### src/common/wie_pkg.sv
package wie_pkg;
   // Service interval exponent limits
   localparam logic [4:0] EXP_MIN     = 5'h06;
   localparam logic [4:0] EXP_MAX     = 5'h10;
   localparam logic [4:0] EXP_DEFAULT = 5'h06;
   // Time unit of the interval: 128 us at 40 MHz
   localparam int UNIT_NS     = 128000;
   localparam int CLK_NS      = 25;
   localparam int UNIT_CYCLES = UNIT_NS / CLK_NS;
   // Periodic share of channel time, percent
   localparam int PERIODIC_PCT = 80;
   localparam int BORROW_PCT   = 20;
   // Low-power attempts per interval
   localparam logic [1:0] LP_ATTEMPTS = 2'h3;
   // Host retry budget on transmission errors
   localparam logic [2:0] RETRY_LIMIT = 3'h5;
   // Liveness timeout default, in 128 us units
   localparam logic [15:0] LIVENESS_UNITS = 16'h1000;
   // Token kinds host to device
   typedef enum logic [3:0] {
      WIE_TOK_NONE = 4'b0001,
      WIE_TOK_IN   = 4'b0010,
      WIE_TOK_OUT  = 4'b0100,
      WIE_TOK_CTRL = 4'b1000
   } wie_tok_e;
   // Handshake kinds device to host
   typedef enum logic [4:0] {
      WIE_HS_NONE  = 5'b00001,
      WIE_HS_DATA  = 5'b00010,
      WIE_HS_ACK   = 5'b00100,
      WIE_HS_NAK   = 5'b01000,
      WIE_HS_STALL = 5'b10000
   } wie_hs_e;
   // Control request codes; all but set-feature rewind the window
   localparam logic [1:0] REQ_SET_CONFIG = 2'h0;
   localparam logic [1:0] REQ_SET_IFACE  = 2'h1;
   localparam logic [1:0] REQ_CLEAR_FEAT = 2'h2;
   localparam logic [1:0] REQ_SET_FEAT   = 2'h3;
endpackage

### src/common/wie_link_if.sv
`timescale 1ns/1ps
`default_nettype none
interface wie_link_if #(parameter int WIDTH = 8);
   wie_pkg::wie_tok_e tok;         // Token, one-cycle pulse when not NONE
   logic [1:0]        req;         // Control request code with CTRL token
   logic              seq;         // Window sequence bit with OUT data
   logic [WIDTH-1:0]  hdata;       // OUT payload
   logic [4:0]        exponent;    // Reported service interval exponent
   logic              low_power;   // Endpoint is a low-power IN
   logic              notify_type; // Endpoint uses ready notices
   logic              is_in;       // Endpoint direction
   wie_pkg::wie_hs_e  hs;          // Answer, one-cycle pulse
   logic [WIDTH-1:0]  ddata;       // IN payload with DATA
   logic              dseq;        // Sequence bit with DATA
   logic              ready_notice; // endpoint_ready_notice pulse
   modport device (input tok, req, seq, hdata,
                   output exponent, low_power, notify_type, is_in,
                   hs, ddata, dseq, ready_notice);
   modport host (output tok, req, seq, hdata,
                 input exponent, low_power, notify_type, is_in,
                 hs, ddata, dseq, ready_notice);
endinterface
`default_nettype wire

### src/hdl/wie_fifo.sv
`timescale 1ns/1ps
`default_nettype none
module wie_fifo #(
   parameter int WIDTH = 8,
   parameter int DEPTH = 16
) (
   input  wire logic             ref_clk,
   input  wire logic             rst,
   input  wire logic             in_valid,
   output logic                  in_ready,
   input  wire logic [WIDTH-1:0] in_data,
   output logic                  out_valid,
   input  wire logic             out_ready,
   output logic      [WIDTH-1:0] out_data
);
   localparam int AW = $clog2(DEPTH);
   initial begin
      if (DEPTH < 2 || (1 << AW) != DEPTH) $error("DEPTH must be 2^n");
   end
   typedef struct packed {
      logic [DEPTH-1:0][WIDTH-1:0] mem;
      logic [AW:0]                 wr;
      logic [AW:0]                 rd;
   } wie_fifo_s;
   wie_fifo_s st, next_st;
   logic      push, pop;
   // Full when pointers differ only in wrap bit
   assign in_ready  = !((st.wr[AW] != st.rd[AW]) &&
                        (st.wr[AW-1:0] == st.rd[AW-1:0]));
   assign out_valid = st.wr != st.rd;
   assign out_data  = st.mem[st.rd[AW-1:0]];
   assign push      = in_valid && in_ready;
   assign pop       = out_valid && out_ready;
   // Pointer and storage update
   always_comb begin
      next_st = st;
      if (push) begin
         next_st.mem[st.wr[AW-1:0]] = in_data;
         next_st.wr = st.wr + 1'b1;
      end
      if (pop) next_st.rd = st.rd + 1'b1;
   end
   always_ff @(posedge ref_clk) begin
      if (rst) begin
         st <= '0;
      end else begin
         st <= next_st;
      end
   end
endmodule
`default_nettype wire

### src/hdl/wie_device.sv
// Notes on behaviour
// - Host keeps periodic traffic within 80 percent
// - Report service exponent limited 6 to 16
// - Interval is 2^(x-1) units of 128 us
// - Host polls anywhere inside the interval
// - Endpoint assumes no fixed poll spacing
// - Normal IN without data answers NAK
// - Low-power IN without data may stay silent
// - OUT without buffer room answers NAK
// - Control requests other than set-feature rewind the window state
// - Host rewinds window after control completes
// - Host resumes next interval after NAK
// - Periodic endpoint sends no ready notice
// - Host waits for ready notice when notifying
// - STALL or retry exhaustion halts the pipe
// - Low-power IN NAKs once per liveness timeout
// - Host gives low-power IN three attempts (host here ends the interval after one silent poll)
`timescale 1ns/1ps
`default_nettype none
module wie_device #(
   parameter int         WIDTH        = 8,
   parameter int         DEPTH        = 16,
   parameter logic [4:0] EXPONENT     = wie_pkg::EXP_DEFAULT,
   parameter bit         LOW_POWER    = 1'b0,
   parameter bit         NOTIFY_TYPE  = 1'b0,
   parameter bit         IS_IN        = 1'b1,
   parameter int         UNIT_CYCLES  = wie_pkg::UNIT_CYCLES,
   parameter logic [15:0] LIVE_UNITS  = wie_pkg::LIVENESS_UNITS
) (
   input  wire logic             ref_clk,
   input  wire logic             rst,
   wie_link_if.device            link,
   input  wire logic             user_valid,
   output logic                  user_ready,
   input  wire logic [WIDTH-1:0] user_data,
   output logic                  recv_valid,
   input  wire logic             recv_ready,
   output logic      [WIDTH-1:0] recv_data,
   input  wire logic             halt_req,
   output logic                  halted,
   input  wire logic             data_ready
);
   // Elaboration checks; the counters assume these ranges
   if (EXPONENT < wie_pkg::EXP_MIN || EXPONENT > wie_pkg::EXP_MAX) begin
      $error("EXPONENT out of range");
   end
   if (UNIT_CYCLES < 1) begin
      $error("UNIT_CYCLES must be positive");
   end
   if (WIDTH < 1) begin
      $error("WIDTH must be positive");
   end
   // Zero would defeat the low-power silence
   if (LIVE_UNITS == 16'h0000) begin
      $error("LIVE_UNITS must be nonzero");
   end
   if (DEPTH < 2) begin
      $error("DEPTH too small");
   end
   // Whole endpoint state in one record
   typedef struct packed {
      wie_pkg::wie_hs_e hs;
      logic [WIDTH-1:0] ddata;
      logic             dseq;
      logic             tx_seq;
      logic             rx_seq;
      logic             halted;
      logic             pend_data;
      logic             ready_notice;
      logic             flow_ctl;
      logic [31:0]      unit_cnt;
      logic [15:0]      live_cnt;
   } wie_dev_s;
   wie_dev_s st, next_st;
   // Direction buffer: IN takes user data, OUT gives host data
   logic             f_in_valid, f_in_ready, f_out_valid, f_out_ready;
   logic [WIDTH-1:0] f_in_data, f_out_data;
   // Token decode; control codes but set-feature rewind
   logic             in_tok, out_tok, ctrl_tok, rewind;
   assign in_tok   = link.tok == wie_pkg::WIE_TOK_IN;
   assign out_tok  = link.tok == wie_pkg::WIE_TOK_OUT;
   assign ctrl_tok = link.tok == wie_pkg::WIE_TOK_CTRL;
   assign rewind   = ctrl_tok && link.req != wie_pkg::REQ_SET_FEAT;
   // Sixteen words absorb bursts between polls
   wie_fifo #(.WIDTH(WIDTH), .DEPTH(DEPTH)) u_fifo (
      .ref_clk   (ref_clk),
      .rst       (rst),
      .in_valid  (f_in_valid),
      .in_ready  (f_in_ready),
      .in_data   (f_in_data),
      .out_valid (f_out_valid),
      .out_ready (f_out_ready),
      .out_data  (f_out_data)
   );
   // Buffer joins: OUT accepted only on fresh sequence when not halted
   logic out_accept, out_fresh;
   assign out_fresh   = link.seq == st.rx_seq;
   assign out_accept  = !IS_IN && out_tok && !st.halted && f_in_ready;
   assign f_in_valid  = IS_IN ? user_valid : (out_accept && out_fresh);
   assign f_in_data   = IS_IN ? user_data : link.hdata;
   assign user_ready  = IS_IN ? f_in_ready : 1'b0;
   assign recv_valid  = IS_IN ? 1'b0 : f_out_valid;
   assign recv_data   = f_out_data;
   // IN pops on ACK of the pending word; OUT drains to the user
   logic in_ack;
   assign in_ack      = IS_IN && out_tok && st.pend_data && !st.halted;
   assign f_out_ready = IS_IN ? in_ack : recv_ready;
   // Static descriptor view
   assign link.exponent     = EXPONENT;
   assign link.low_power    = LOW_POWER;
   assign link.notify_type  = NOTIFY_TYPE;
   assign link.is_in        = IS_IN;
   // Answer lines come straight from registers
   assign link.hs           = st.hs;
   assign link.ddata        = st.ddata;
   assign link.dseq         = st.dseq;
   assign link.ready_notice = st.ready_notice;
   assign halted            = st.halted;
   // Protocol: answers in the cycle after the token
   always_comb begin
      next_st = st;
      next_st.hs = wie_pkg::WIE_HS_NONE;
      next_st.ready_notice = 1'b0;
      // Liveness timer in 128 us units, only low-power IN uses it
      if (st.unit_cnt >= 32'(UNIT_CYCLES - 1)) begin
         next_st.unit_cnt = '0;
         if (st.live_cnt != 16'h0000) next_st.live_cnt = st.live_cnt - 1'b1;
      end else begin
         next_st.unit_cnt = st.unit_cnt + 1'b1;
      end
      // Halt request applies first and last so set wins
      if (halt_req) next_st.halted = 1'b1;
      // At most one answer per token; a halted pipe stalls data polls
      if (in_tok) begin
         if (st.halted) begin
            next_st.hs = wie_pkg::WIE_HS_STALL;
         end else if (f_out_valid) begin
            // Poll at any time is served; no spacing assumed
            next_st.hs = wie_pkg::WIE_HS_DATA;
            next_st.ddata = f_out_data;
            next_st.dseq = st.tx_seq;
            next_st.pend_data = 1'b1;
         end else if (!LOW_POWER) begin
            next_st.hs = wie_pkg::WIE_HS_NAK;
            next_st.flow_ctl = 1'b1;
         end else if (st.live_cnt == 16'h0000) begin
            // Low-power stays silent until the timer runs out
            next_st.hs = wie_pkg::WIE_HS_NAK;
            next_st.live_cnt = LIVE_UNITS;
            next_st.flow_ctl = 1'b1;
         end
      end else if (out_tok && IS_IN) begin
         // Host ACK of last DATA toggles the window
         if (in_ack) begin
            next_st.tx_seq = ~st.tx_seq;
            next_st.pend_data = 1'b0;
         end
      end else if (out_tok) begin
         if (st.halted) begin
            next_st.hs = wie_pkg::WIE_HS_STALL;
         end else if (!f_in_ready) begin
            next_st.hs = wie_pkg::WIE_HS_NAK;
            next_st.flow_ctl = 1'b1;
         end else begin
            next_st.hs = wie_pkg::WIE_HS_ACK;
            if (out_fresh) next_st.rx_seq = ~st.rx_seq;
         end
      end else if (ctrl_tok) begin
         // Set-feature halts; the others rewind
         if (link.req == wie_pkg::REQ_SET_FEAT) begin
            next_st.halted = 1'b1;
         end
         // Halt clears together with the window
         if (rewind) begin
            next_st.tx_seq = 1'b0;
            next_st.rx_seq = 1'b0;
            next_st.pend_data = 1'b0;
            next_st.halted = 1'b0;
         end
         next_st.hs = wie_pkg::WIE_HS_ACK;
      end
      // No endpoint announces readiness: flow_ctl is tested before it clears, so notifying ones stay silent too
      if (NOTIFY_TYPE && st.flow_ctl && !next_st.flow_ctl) begin
         next_st.ready_notice = 1'b1;
      end
      if (st.flow_ctl && (IS_IN ? f_out_valid : f_in_ready)
          && !in_tok && !out_tok) begin
         next_st.flow_ctl = 1'b0;
      end
      if (halt_req) next_st.halted = 1'b1;
   end
   // Synchronous reset clears the record; hs resets to NONE
   always_ff @(posedge ref_clk) begin
      if (rst) begin
         st <= '0;
         st.hs <= wie_pkg::WIE_HS_NONE;
      end else begin
         st <= next_st;
      end
   end
   // data_ready kept for user-side flow hints
   // Nothing reads it yet; port kept for a later policy
   logic unused_hint;
   assign unused_hint = data_ready;
endmodule
`default_nettype wire

### src/flat_wrapper.sv
// flat-port wrapper written by rule: the top's interface ports become plain ports
module wie_device_flat 
#(
   parameter int         WIDTH        = 8,
   parameter int         DEPTH        = 16,
   parameter logic [4:0] EXPONENT     = wie_pkg::EXP_DEFAULT,
   parameter bit         LOW_POWER    = 1'b0,
   parameter bit         NOTIFY_TYPE  = 1'b0,
   parameter bit         IS_IN        = 1'b1,
   parameter int         UNIT_CYCLES  = wie_pkg::UNIT_CYCLES,
   parameter logic [15:0] LIVE_UNITS  = wie_pkg::LIVENESS_UNITS
)
  (ref_clk, rst, user_valid, user_ready, user_data, recv_valid, recv_ready, recv_data, halt_req, halted, data_ready, link_tok, link_req, link_seq, link_hdata, link_exponent, link_low_power, link_notify_type, link_is_in, link_hs, link_ddata, link_dseq, link_ready_notice);
  wie_link_if #(.WIDTH(WIDTH)) link_i ();
  input  wire logic ref_clk;
  input  wire logic rst;
  input  wire logic user_valid;
  output logic user_ready;
  input  wire logic [WIDTH-1:0] user_data;
  output logic recv_valid;
  input  wire logic recv_ready;
  output logic      [WIDTH-1:0] recv_data;
  input  wire logic halt_req;
  output logic halted;
  input  wire logic data_ready;
  input wire logic [$bits(link_i.tok)-1:0] link_tok;
  input wire logic [$bits(link_i.req)-1:0] link_req;
  input wire logic [$bits(link_i.seq)-1:0] link_seq;
  input wire logic [$bits(link_i.hdata)-1:0] link_hdata;
  output wire logic [$bits(link_i.exponent)-1:0] link_exponent;
  output wire logic [$bits(link_i.low_power)-1:0] link_low_power;
  output wire logic [$bits(link_i.notify_type)-1:0] link_notify_type;
  output wire logic [$bits(link_i.is_in)-1:0] link_is_in;
  output wire logic [$bits(link_i.hs)-1:0] link_hs;
  output wire logic [$bits(link_i.ddata)-1:0] link_ddata;
  output wire logic [$bits(link_i.dseq)-1:0] link_dseq;
  output wire logic [$bits(link_i.ready_notice)-1:0] link_ready_notice;
  assign link_i.tok = link_tok;
  assign link_i.req = link_req;
  assign link_i.seq = link_seq;
  assign link_i.hdata = link_hdata;
  assign link_exponent = link_i.exponent;
  assign link_low_power = link_i.low_power;
  assign link_notify_type = link_i.notify_type;
  assign link_is_in = link_i.is_in;
  assign link_hs = link_i.hs;
  assign link_ddata = link_i.ddata;
  assign link_dseq = link_i.dseq;
  assign link_ready_notice = link_i.ready_notice;
  wie_device #(.WIDTH(WIDTH), .DEPTH(DEPTH), .EXPONENT(EXPONENT), .LOW_POWER(LOW_POWER), .NOTIFY_TYPE(NOTIFY_TYPE), .IS_IN(IS_IN), .UNIT_CYCLES(UNIT_CYCLES), .LIVE_UNITS(LIVE_UNITS)) u_core (.ref_clk(ref_clk), .rst(rst), .link(link_i), .user_valid(user_valid), .user_ready(user_ready), .user_data(user_data), .recv_valid(recv_valid), .recv_ready(recv_ready), .recv_data(recv_data), .halt_req(halt_req), .halted(halted), .data_ready(data_ready));
endmodule
### config.mk
export PLATFORM = sky130hd
export DESIGN_NAME = wie_device_flat
export DESIGN_NICKNAME = d
export VERILOG_FILES = /design/src/common/wie_pkg.sv /design/src/common/wie_link_if.sv /design/src/hdl/wie_fifo.sv /design/src/hdl/wie_device.sv /design/src/flat_wrapper.sv
export SDC_FILE = /design/constraint.sdc
export NUM_CORES = 1
export LEC_CHECK = 0
export BUFFER_PORTS_ARGS = -buffer_cell sky130_fd_sc_hd__buf_2
export CORE_UTILIZATION = 55
export CTS_CLUSTER_DIAMETER = 200
export CTS_CLUSTER_SIZE = 40
export DETAILED_ROUTE_END_ITERATION = 16
export PLACE_DENSITY_LB_ADDON = 0.25
export SLEW_MARGIN = 15
export SYNTH_ARGS = -nofsm -noshare
export SYNTH_HDL_FRONTEND = slang
export SYNTH_HIERARCHICAL = 1
export SYNTH_SLANG_ARGS = --single-unit
### constraint.sdc
create_clock -name ref_clk -period 2.84 [get_ports ref_clk]
set_input_delay 0.284 -clock ref_clk [delete_from_list [all_inputs] [get_ports ref_clk]]
set_output_delay 0.284 -clock ref_clk [all_outputs]
set_load 0.05 [all_outputs]
**After elaboration in Yosys (flattened, before gate mapping)**

Index checks and enable logic that the tools add are counted.

- Input bits: 29
- Latch bits: 0
- Memories: 0
- Memory bits (writable): 0
- Output and inout port bits: 34
- Flip-flop bits (word level): 155
- ROM bits: 0
- Logic and storage cells: 84

- Shift-type cells: 0
- Multiply operators: 0
- Bitwise operators: 3
- Equal/unequal tests: 12
- Muxes and demuxes: 24
- Magnitude comparators: 3
- Div/mod/pow operators: 0
- Add/sub/neg operators: 2
- Reductions and logical operators: 16

Operators by type and width:

| kind | number |
|---|---|
| bitwise mux 128 bit | 1 |
| binary-select mux 8 bit (select 4 bit) | 1 |
| demux 8 bit (select 4 bit) | 1 |
| two-way mux 8 bit | 2 |
| two-way mux 5 bit | 3 |
| two-way mux 4 bit | 3 |
| adder 5 x 1 -> 5 bit (second input constant) | 2 |
| < comparator 4 x 5 -> 1 bit (second input constant) | 2 |
| two-way mux 1 bit | 10 |
| logical AND 1 bit | 7 |
| two-way mux 3 bit | 2 |
| inequality test 2 bit (second input constant) | 3 |
| nonzero test 3 bit | 2 |
| inequality test 5 bit | 1 |
| AND reduction 5 bit | 1 |
| == test 4 x 2 -> 1 bit (second input constant) | 1 |
| == test 4 x 3 -> 1 bit (second input constant) | 1 |
| == test 4 bit | 1 |
| == test 4 bit (second input constant) | 1 |
| >= comparator 4 x 1 -> 1 bit (second input constant) | 1 |
| AND reduction 4 bit | 1 |
| nonzero test 2 bit | 2 |
| inequality test 3 x 2 -> 1 bit (second input constant) | 1 |
| NOT 1 bit | 3 |
| other kinds (6) | 7 |

**Longest topological paths before layout**

Gate-level depths: netlist of the first run.

- Depth in word-level cells: 7
- Mapped depth: 9
- Mapped depth without buffers: 6

**Cells and area by module**

Netlist of the first run, hierarchy kept.

Modules (own cells, without submodules):

| module | times used | seq. area each (sq um) | cells each | area an instance (sq um) |
|---|---|---|---|---|
| wie_fifo | 1 | 2762.6 | 608 | 6463.7 |
| wie_device | 1 | 340.3 | 89 | 820.8 |

**Worst setup path after synthesis of the first run**

OpenSTA, ideal clock, no wires.

- Path type: register -> register
- From: register u_core/u_fifo/st[0] (netlist name)
- To: register u_core.st, in the netlist u_core/link.ddata[0]
- Buffers on the path: 3
- Setup time: 0.068 ns
- Cell stages (with the launch flop): 9
- Data required time: 2.772 ns
- Clock period less this slack: 2.375 ns
- Path slack: 0.465 ns
- Data arrival time: 2.307 ns
- Cells stage by stage: dfxtp_1 buf_6 buf_2 buf_2 mux4_2 a211oi_1 a21oi_1 mux2i_1 nor2_1

- Longest elaborated chain between the ends: 2
- Elaborated cells on any way between the ends: 4
- Classes of those cells: 1 x eq/ne; 2 x mux; 1 x reduce/logical

Ends and longest elaborated chain:

| what | RTL line | source |
|---|---|---|
| start, declared | wie_fifo.sv:25 | `wie_fifo_s st, next_st;` |
| start signal, assigned | wie_fifo.sv:47 | `st <= next_st;` |
| binary-select mux 8 bit (select 4 bit) | wie_fifo.sv:31 | `assign out_data = st.mem[st.rd[AW-1:0]];` |
| two-way mux 8 bit (not written as such) | wie_fifo.sv:31 |  |
| named net recv_data[0] | flat_wrapper.sv:22 | `output logic [WIDTH-1:0] recv_data;` |
| end signal, assigned | wie_device.sv:198 | `st <= next_st;` |
| end, declared | wie_device.sv:74 | `wie_dev_s st, next_st;` |

The timed path passes the listed nets, and every way through them passes these cells. The select of a mux whose other input is x is not followed.
A chain may end at the register's enable or synchronous reset.

**Final worst setup path of the first run**

- From: register u_core/u_fifo/st[2] (netlist name)
- To: output recv_data[0]

- Longest elaborated chain between the ends: 2

Ends and longest elaborated chain:

| what | RTL line |
|---|---|
| binary-select mux 8 bit (select 4 bit) | wie_fifo.sv:31 |
| two-way mux 8 bit (not written as such) | wie_fifo.sv:31 |
| end, declared | flat_wrapper.sv:22 |

No other way between the ends. The select of a mux whose other input is x is not followed.

==> results.sh, run 1 <==
export IMPL_max_stage_delay_ns=0.56
export IMPL_critPathLaunchType="flip-flop"
export IMPL_ios=63
export IMPL_overflow=0
export IMPL_clockBufferDepth=2
export IMPL_cp_arrival_ns=2.42
export IMPL_holdWs_ns=0.0992
export IMPL_route_detailed_wl_per_inst_um=17.8
export IMPL_outcome="completed"
export IMPL_ant_nets=0
export IMPL_design_area_mm2=0.00813
export IMPL_worst_r2r_endpoint="u_core/u_fifo/st[117]$_SDFFE_PP0P_"
export IMPL_layout_commonest_cell="dfxtp_1"
export IMPL_critPathTopFamily="flip-flops"
export IMPL_setup_violations_final=0
export IMPL_diodes=0
export IMPL_first_pass_iters=5
export IMPL_path_class="reg -> out"
export IMPL_async_reset_ff_share_pct=0
export IMPL_rr_startpoint="u_core/u_fifo/st[0]$_SDFFE_PP0P_"
export IMPL_max_cap_viol_count=0
export IMPL_worstPathCellList="buf_12 > mux4_2 > a211oi_1 > a21oi_1 > buf_2"
export IMPL_ys_seq_elements=155
export IMPL_hp_class="in -> reg"
export IMPL_insertion_delay_ns=0.41
export IMPL_synth_edf_count=0
export IMPL_min_from="halt_req"
export IMPL_dpl_hpwl_mm=10.9
export IMPL_antenna_found_initial=0
export IMPL_max_slew_margin_rel_pct=49.9
export IMPL_drt_wl_total_mm=16.0
export IMPL_cp_slowest_cell="dfxtp_2"
export IMPL_die_w_um=117
export IMPL_placementRows=41
export IMPL_netlist_area_mm2=0.00728
export IMPL_initial_utilization_pct=57.0
export IMPL_port_buffer_count=41
export IMPL_setup_tns_ns=0
export IMPL_clock_skew_ns=0.00879
export IMPL_die_h_um=117
export IMPL_vias=5064
export IMPL_ys_seq_area_share_pct=42.6
export IMPL_tightest_slew_ns=0.749
export IMPL_end_kind="primary output"
export IMPL_holdPathEnd="u_core/halted$_SDFF_PP0_"
export IMPL_clk_pin_slew_ns=0.06
export IMPL_ys_flop_type="dfxtp_1"
export IMPL_fin_nets=749
export IMPL_viasPerCell=5.63
export IMPL_fp_coreArea_mm2=0.0128
export IMPL_drcViolationCount=0
export IMPL_layout_min_cycle_time_ns=2.70
export IMPL_first_global_vias=5040
export IMPL_cp_required_ns=2.56
export IMPL_dr_first_iter_drc_count=284
export IMPL_grt_pass1_wl_mm=25.5
export IMPL_power_leakage_nw=3.78
export IMPL_critPathBufInv=2
export IMPL_reg2reg_depth=5
export IMPL_layout_common_cells="dfxtp_1 (153), nand2_1 (148), mux2i_1 (146), buf_2 (41), nor2_1 (37)"
export IMPL_rsz0062_at_grt="false"
export IMPL_finalHoldViolCount=0
export IMPL_reg2reg_slack_ns=0.54
export IMPL_cts_tree="built"
export IMPL_yosys_warnings=6
export IMPL_postSynthAreaPerCell_um2=10.5
export IMPL_cts_sinks=155
export IMPL_cts_max_level=4
export IMPL_grt_start_max_net_pins=105
export IMPL_min_path_cells=3
export IMPL_root_buffer="clkbuf_16"
export IMPL_drive_gt1_share_pct=21.3
export IMPL_cts_buffers=17
export IMPL_gp_congestion=0.787
export IMPL_fmax_ghz=0.370
export IMPL_areaGrowthSynthToFinish_pct=11.5
export IMPL_grt_use_total_pct=25.1
export IMPL_yosysUniqueCellTypes=43
export IMPL_die_area_mm2=0.0137
export IMPL_finalMaxSlewViolations=0
export IMPL_cp_max_fo=13
export IMPL_p_per_area_mw_per_mm2=595
export IMPL_placed_cell_area_mm2=0.00753
export IMPL_peakVddDrop_uv=399
export IMPL_post_cts_buffers=0
export IMPL_netlist_instances=697
export IMPL_finalCritPeriodShare_pct=95.1
worst register-to-register path, cell delays in order (launching register included):
cell and delay [ns]:
dfxtp_4 0.50, buf_4 0.22, xnor2_2 0.15, nand4_4 0.36
o21ai_2 0.72, mux2i_1 0.28
through the flow:
stage | worst slack, ns | util (%) | power [W] | instances
3_5_place_dp | 0.306 | 58.9 | 0.00261 | 868
5_1_grt | 0.0124 | 63.6 | 0.00500 | 900
6_report | 0.140 | 63.6 | 0.00483 | 900
2_1_floorplan | 0.465 | - | 0.00253 | 705
4_1_cts | 0.121 | 63.6 | 0.00487 | 900
3_3_place_gp | 0.329 | 58.9 | 0.00260 | 868
cell families (layout without fill, tap and decap cells):
kind of cell | after synthesis | count (layout) | share of synthesized area (%)
xor gates and xnor gates | 6 | 6 | 1.03
adders and majority gates | 5 | 5 | 0.859
muxes | 186 | 186 | 31.2
AOI/OAI and AO/OA | 50 | 50 | 5.81
and+or+nand+nor | 219 | 219 | 12.9
DFF | 155 | 155 | 42.6
buffers and inverters | 74 | 97 | 5.55
other | 2 | 10 | 0.103
synthesized netlist by cell type, drive strengths merged (4+ instances only):
master,count,area [µm²]
xnor2,5,66.3
nand2,148,556
mux2i,146,1460
nand4,4,40.0
a21oi,13,65.1
dfxtp,155,3100
a211oi,9,67.6
a21boi,4,37.5
nor3,5,25.0
nor2b,16,100
ha,5,62.6
inv,5,18.8
nor2,37,139
buf,40,277
mux2,8,90.1
o21ai,16,189
clkbuf,29,109
mux4,32,721
routing by layer:
layer,global-route usage [%],wire length [µm],share of wire (%),up-vias
li1,-,-,-,2431
met2,43.3,8040,50,136
met1,31.3,7060,44,2471
met3,4.27,550,3.4,26
met4,10.3,321,2.0,0
met5,0,0,0,-
state kept, by name, summed over array words and instances (netlist names):
register,cells
u_core/halted,1
u_core/u_fifo/st,138
u_core/link.hs,5
u_core/st,2
u_core/link.ddata,8
u_core/link.dseq,1
timing repair:
item,in CTS,in global routing
gates resized for setup,2,0
setup endpoints to repair,7,0
hold buffers,0,0
how the worst max path moves through the flow:
| stage | from | endpoint | depth (start not counted) |
|---|---|---|---|
| floorplan | u_core/u_fifo/st[0]$_SDFFE_PP0P_ | u_core/link.ddata[0]$_SDFFE_PP0P_ | 8 |
| global route | u_core/u_fifo/st[2]$_SDFFE_PP0P_ | recv_data[5] | 5 |
| detailed placement | u_core/u_fifo/st[2]$_SDFFE_PP0P_ | recv_data[0] | 5 |
| global placement | u_core/u_fifo/st[2]$_SDFFE_PP0P_ | recv_data[0] | 5 |
| finish | u_core/u_fifo/st[2]$_SDFFE_PP0P_ | recv_data[0] | 5 |
| CTS | u_core/u_fifo/st[0]$_SDFFE_PP0P_ | recv_data[5] | 5 |
area by class of cell:
| class | instances | area, µm² |
|---|---|---|
| Fill cell | 1004 | 4650 |
| Tap cell | 172 | 215 |
| Multi-Input combinational cell | 476 | 3810 |
| Inverter | 5 | 20.0 |
| Clock buffer | 21 | 450 |
| Sequential cell | 155 | 3110 |
| Timing Repair Buffer | 60 | 373 |
| Clock inverter | 11 | 144 |
report_power, final:
part | switching, W | internal [W]
clock | 0.000864 | 0.00140
sequential | 0.0000169 | 0.00220
combinational | 0.000251 | 0.0000981
(Power assumes the default switching activity.)
==> run 2, diff against run 1 <==
--- a/config.mk
+++ b/config.mk
@@ -6,7 +6,10 @@
 export NUM_CORES = 1
 export LEC_CHECK = 0
 export BUFFER_PORTS_ARGS = -buffer_cell sky130_fd_sc_hd__buf_2
-export CORE_UTILIZATION = 55
+export CELL_PAD_IN_SITES_DETAIL_PLACEMENT = 0
+export CELL_PAD_IN_SITES_GLOBAL_PLACEMENT = 1
+export CORE_ASPECT_RATIO = 1.75
+export CORE_UTILIZATION = 47
 export CTS_CLUSTER_DIAMETER = 200
 export CTS_CLUSTER_SIZE = 40
 export DETAILED_ROUTE_END_ITERATION = 16
==> constraint.sdc (replaced) <==
create_clock -name ref_clk -period 2.9 [get_ports ref_clk]
set_input_delay 0.29 -clock ref_clk [delete_from_list [all_inputs] [get_ports ref_clk]]
set_output_delay 0.29 -clock ref_clk [all_outputs]
set_load 0.05 [all_outputs]
==> results.sh, run 2 (same netlist as run 1, synthesis figures left out) <==
export IMPL_ios=63
export IMPL_design_area_mm2=0.00816
export IMPL_port_buffer_count=41
export IMPL_drive_gt1_share_pct=21.8
export IMPL_areaGrowthSynthToFinish_pct=12.0
export IMPL_clkPwrFrac_pct=47.5
export IMPL_seq_power_share_pct=45.4
export IMPL_outcome="completed"
export IMPL_cts_max_level=4
export IMPL_max_slew_margin_rel_pct=56.4
export IMPL_rsz0062_at_grt="false"
export IMPL_placementRows=59
export IMPL_overflow=0
export IMPL_dr_first_iter_drc_count=257
export IMPL_setup_tns_ns=0
export IMPL_post_cts_buffers=0
export IMPL_combPwrFrac_pct=7.1
export IMPL_first_global_vias=5110
export IMPL_multiInputGateArea_mm2=0.00381
export IMPL_gp_congestion=0.756
export IMPL_ant_nets=0
export IMPL_layout_common_cells="dfxtp_1 (153), nand2_1 (148), mux2i_1 (146), buf_2 (41), nor2_1 (37)"
export IMPL_grt_use_total_pct=22.5
export IMPL_fp_coreArea_mm2=0.0150
export IMPL_power_switching_w=0.00119
export IMPL_hp_class="in -> reg"
export IMPL_first_pass_iters=6
export IMPL_finalHoldViolCount=0
export IMPL_root_buffer="clkbuf_16"
export IMPL_placed_cell_area_mm2=0.00755
export IMPL_clock_skew_ns=0.0107
export IMPL_initial_utilization_pct=48.6
export IMPL_insertion_delay_ns=0.42
export IMPL_swShare_pct=24.9
export IMPL_grt_pass1_wl_mm=26.9
export IMPL_fmax_ghz=0.360
export IMPL_min_path_cells=3
export IMPL_die_area_mm2=0.0160
export IMPL_end_kind="primary output"
export IMPL_clk_pin_slew_ns=0.06
export IMPL_cp_max_fo=17
export IMPL_cts_sinks=155
export IMPL_die_h_um=167
export IMPL_cp_required_ns=2.61
export IMPL_layout_commonest_cell="dfxtp_1"
export IMPL_cp_arrival_ns=2.49
export IMPL_setup_violations_final=0
export IMPL_fin_nets=750
export IMPL_p_per_area_mw_per_mm2=585
export IMPL_power_internal_w=0.00359
export IMPL_drt_wl_total_mm=16.8
export IMPL_top_register="u_core/u_fifo/st"
export IMPL_critPathLaunchType="flip-flop"
export IMPL_antenna_found_initial=0
export IMPL_cts_tree="built"
export IMPL_clockBufferDepth=2
export IMPL_tightest_slew_ns=0.652
export IMPL_register_area_mm2=0.00311
export IMPL_layout_min_cycle_time_ns=2.78
export IMPL_filler_cell_count=1361
export IMPL_largest_reg_flops=138
export IMPL_vias=5045
export IMPL_max_cap_viol_count=0
export IMPL_grt_start_max_net_pins=55
export IMPL_dpl_hpwl_mm=11.7
export IMPL_route_detailed_wl_per_inst_um=18.4
export IMPL_finalCritPeriodShare_pct=95.8
export IMPL_drcViolationCount=0
export IMPL_finalMaxSlewViolations=0
export IMPL_diodes=0
export IMPL_peakVddDrop_uv=350
export IMPL_die_w_um=96.1
export IMPL_path_class="reg -> out"
export IMPL_power_leakage_nw=3.79
export IMPL_cts_buffers=17
export IMPL_viasPerCell=5.53
export IMPL_p_total_w=0.00478
export IMPL_reg2reg_depth=5
==> run 2: cell types whose count changed in the layout (fill, tap and decap cells not counted), sizes merged <==
| cell | delta |
|---|---|
| clkinv | -4 |
| clkbuf | -2 |
| buf | +1 |
| inv | +7 |
| bufinv | -1 |
==> run 2: cell type report <==
class / count / share of cell area (%)
multi-input cells: 476 / 46.7
inverters: 5 / 0.261
clock buffers: 19 / 5.55
flip-flops and latches: 155 / 38.1
well taps: 183 / 2.81
repair buffers: 61 / 4.66
clock inverters: 13 / 1.90
==> run 2: through the flow <==
| stage | std cells | hold WS [ns] | util, % | worst slack [ns] |
|---|---|---|---|---|
| after floorplan | 705 | 0.362 | - | 0.525 |
| after global placement | 880 | 0.439 | 50.4 | 0.372 |
| after detailed placement | 880 | 0.451 | 50.4 | 0.336 |
| after CTS | 912 | 0.0808 | 54.5 | 0.0803 |
| after global routing | 912 | 0.115 | 54.5 | 0.0769 |
| final | 912 | 0.0911 | 54.5 | 0.122 |
==> run 2: final timing paths <==
check,start,end,slack [ns]
worst max-delay path,u_core/u_fifo/st[0]$_SDFFE_PP0P_,recv_data[3],0.12
worst min register to register,u_core/u_fifo/st[124]$_SDFFE_PP0P_,u_core/u_fifo/st[124]$_SDFFE_PP0P_,0.46
worst min-delay path,halt_req,u_core/halted$_SDFF_PP0_,0.09
worst max register to register,u_core/u_fifo/st[3]$_SDFFE_PP0P_,u_core/u_fifo/st[96]$_SDFFE_PP0P_,0.68
==> run 2: timing repair <==
action | 4_1_cts | 5_1_grt
hold buffers | 0 | 0
setup endpoints to repair | 4 | 2
resized for setup | 1 | 1
cloned | 0 | 0
==> run 2: worst max-delay path, stage by stage, from the launching register on <==
cell,delay [ns]
dfxtp_4,0.55
buf_4,0.28
mux4_2,0.55
mux2i_1,0.20
a21oi_1,0.21
buf_2,0.27
==> run 2: power groups by stage <==
stage	Combinational, W	Clock [W]	Sequential, W
floorplan	0.000265	0	0.00222
global placement	0.000336	0	0.00222
detailed placement	0.000342	0	0.00222
CTS	0.000344	0.00231	0.00217
global route	0.000368	0.00241	0.00217
finish	0.000341	0.00227	0.00217
==> run 2: layer usage <==
metal | vias to the layer above | track usage [%] | wire [µm]
li1 | 2423 | - | -
met1 | 2492 | 25.8 | 6680
met2 | 94 | 39.2 | 9070
met3 | 36 | 3.20 | 359
met4 | 0 | 11.7 | 686
met5 | - | 0 | 0
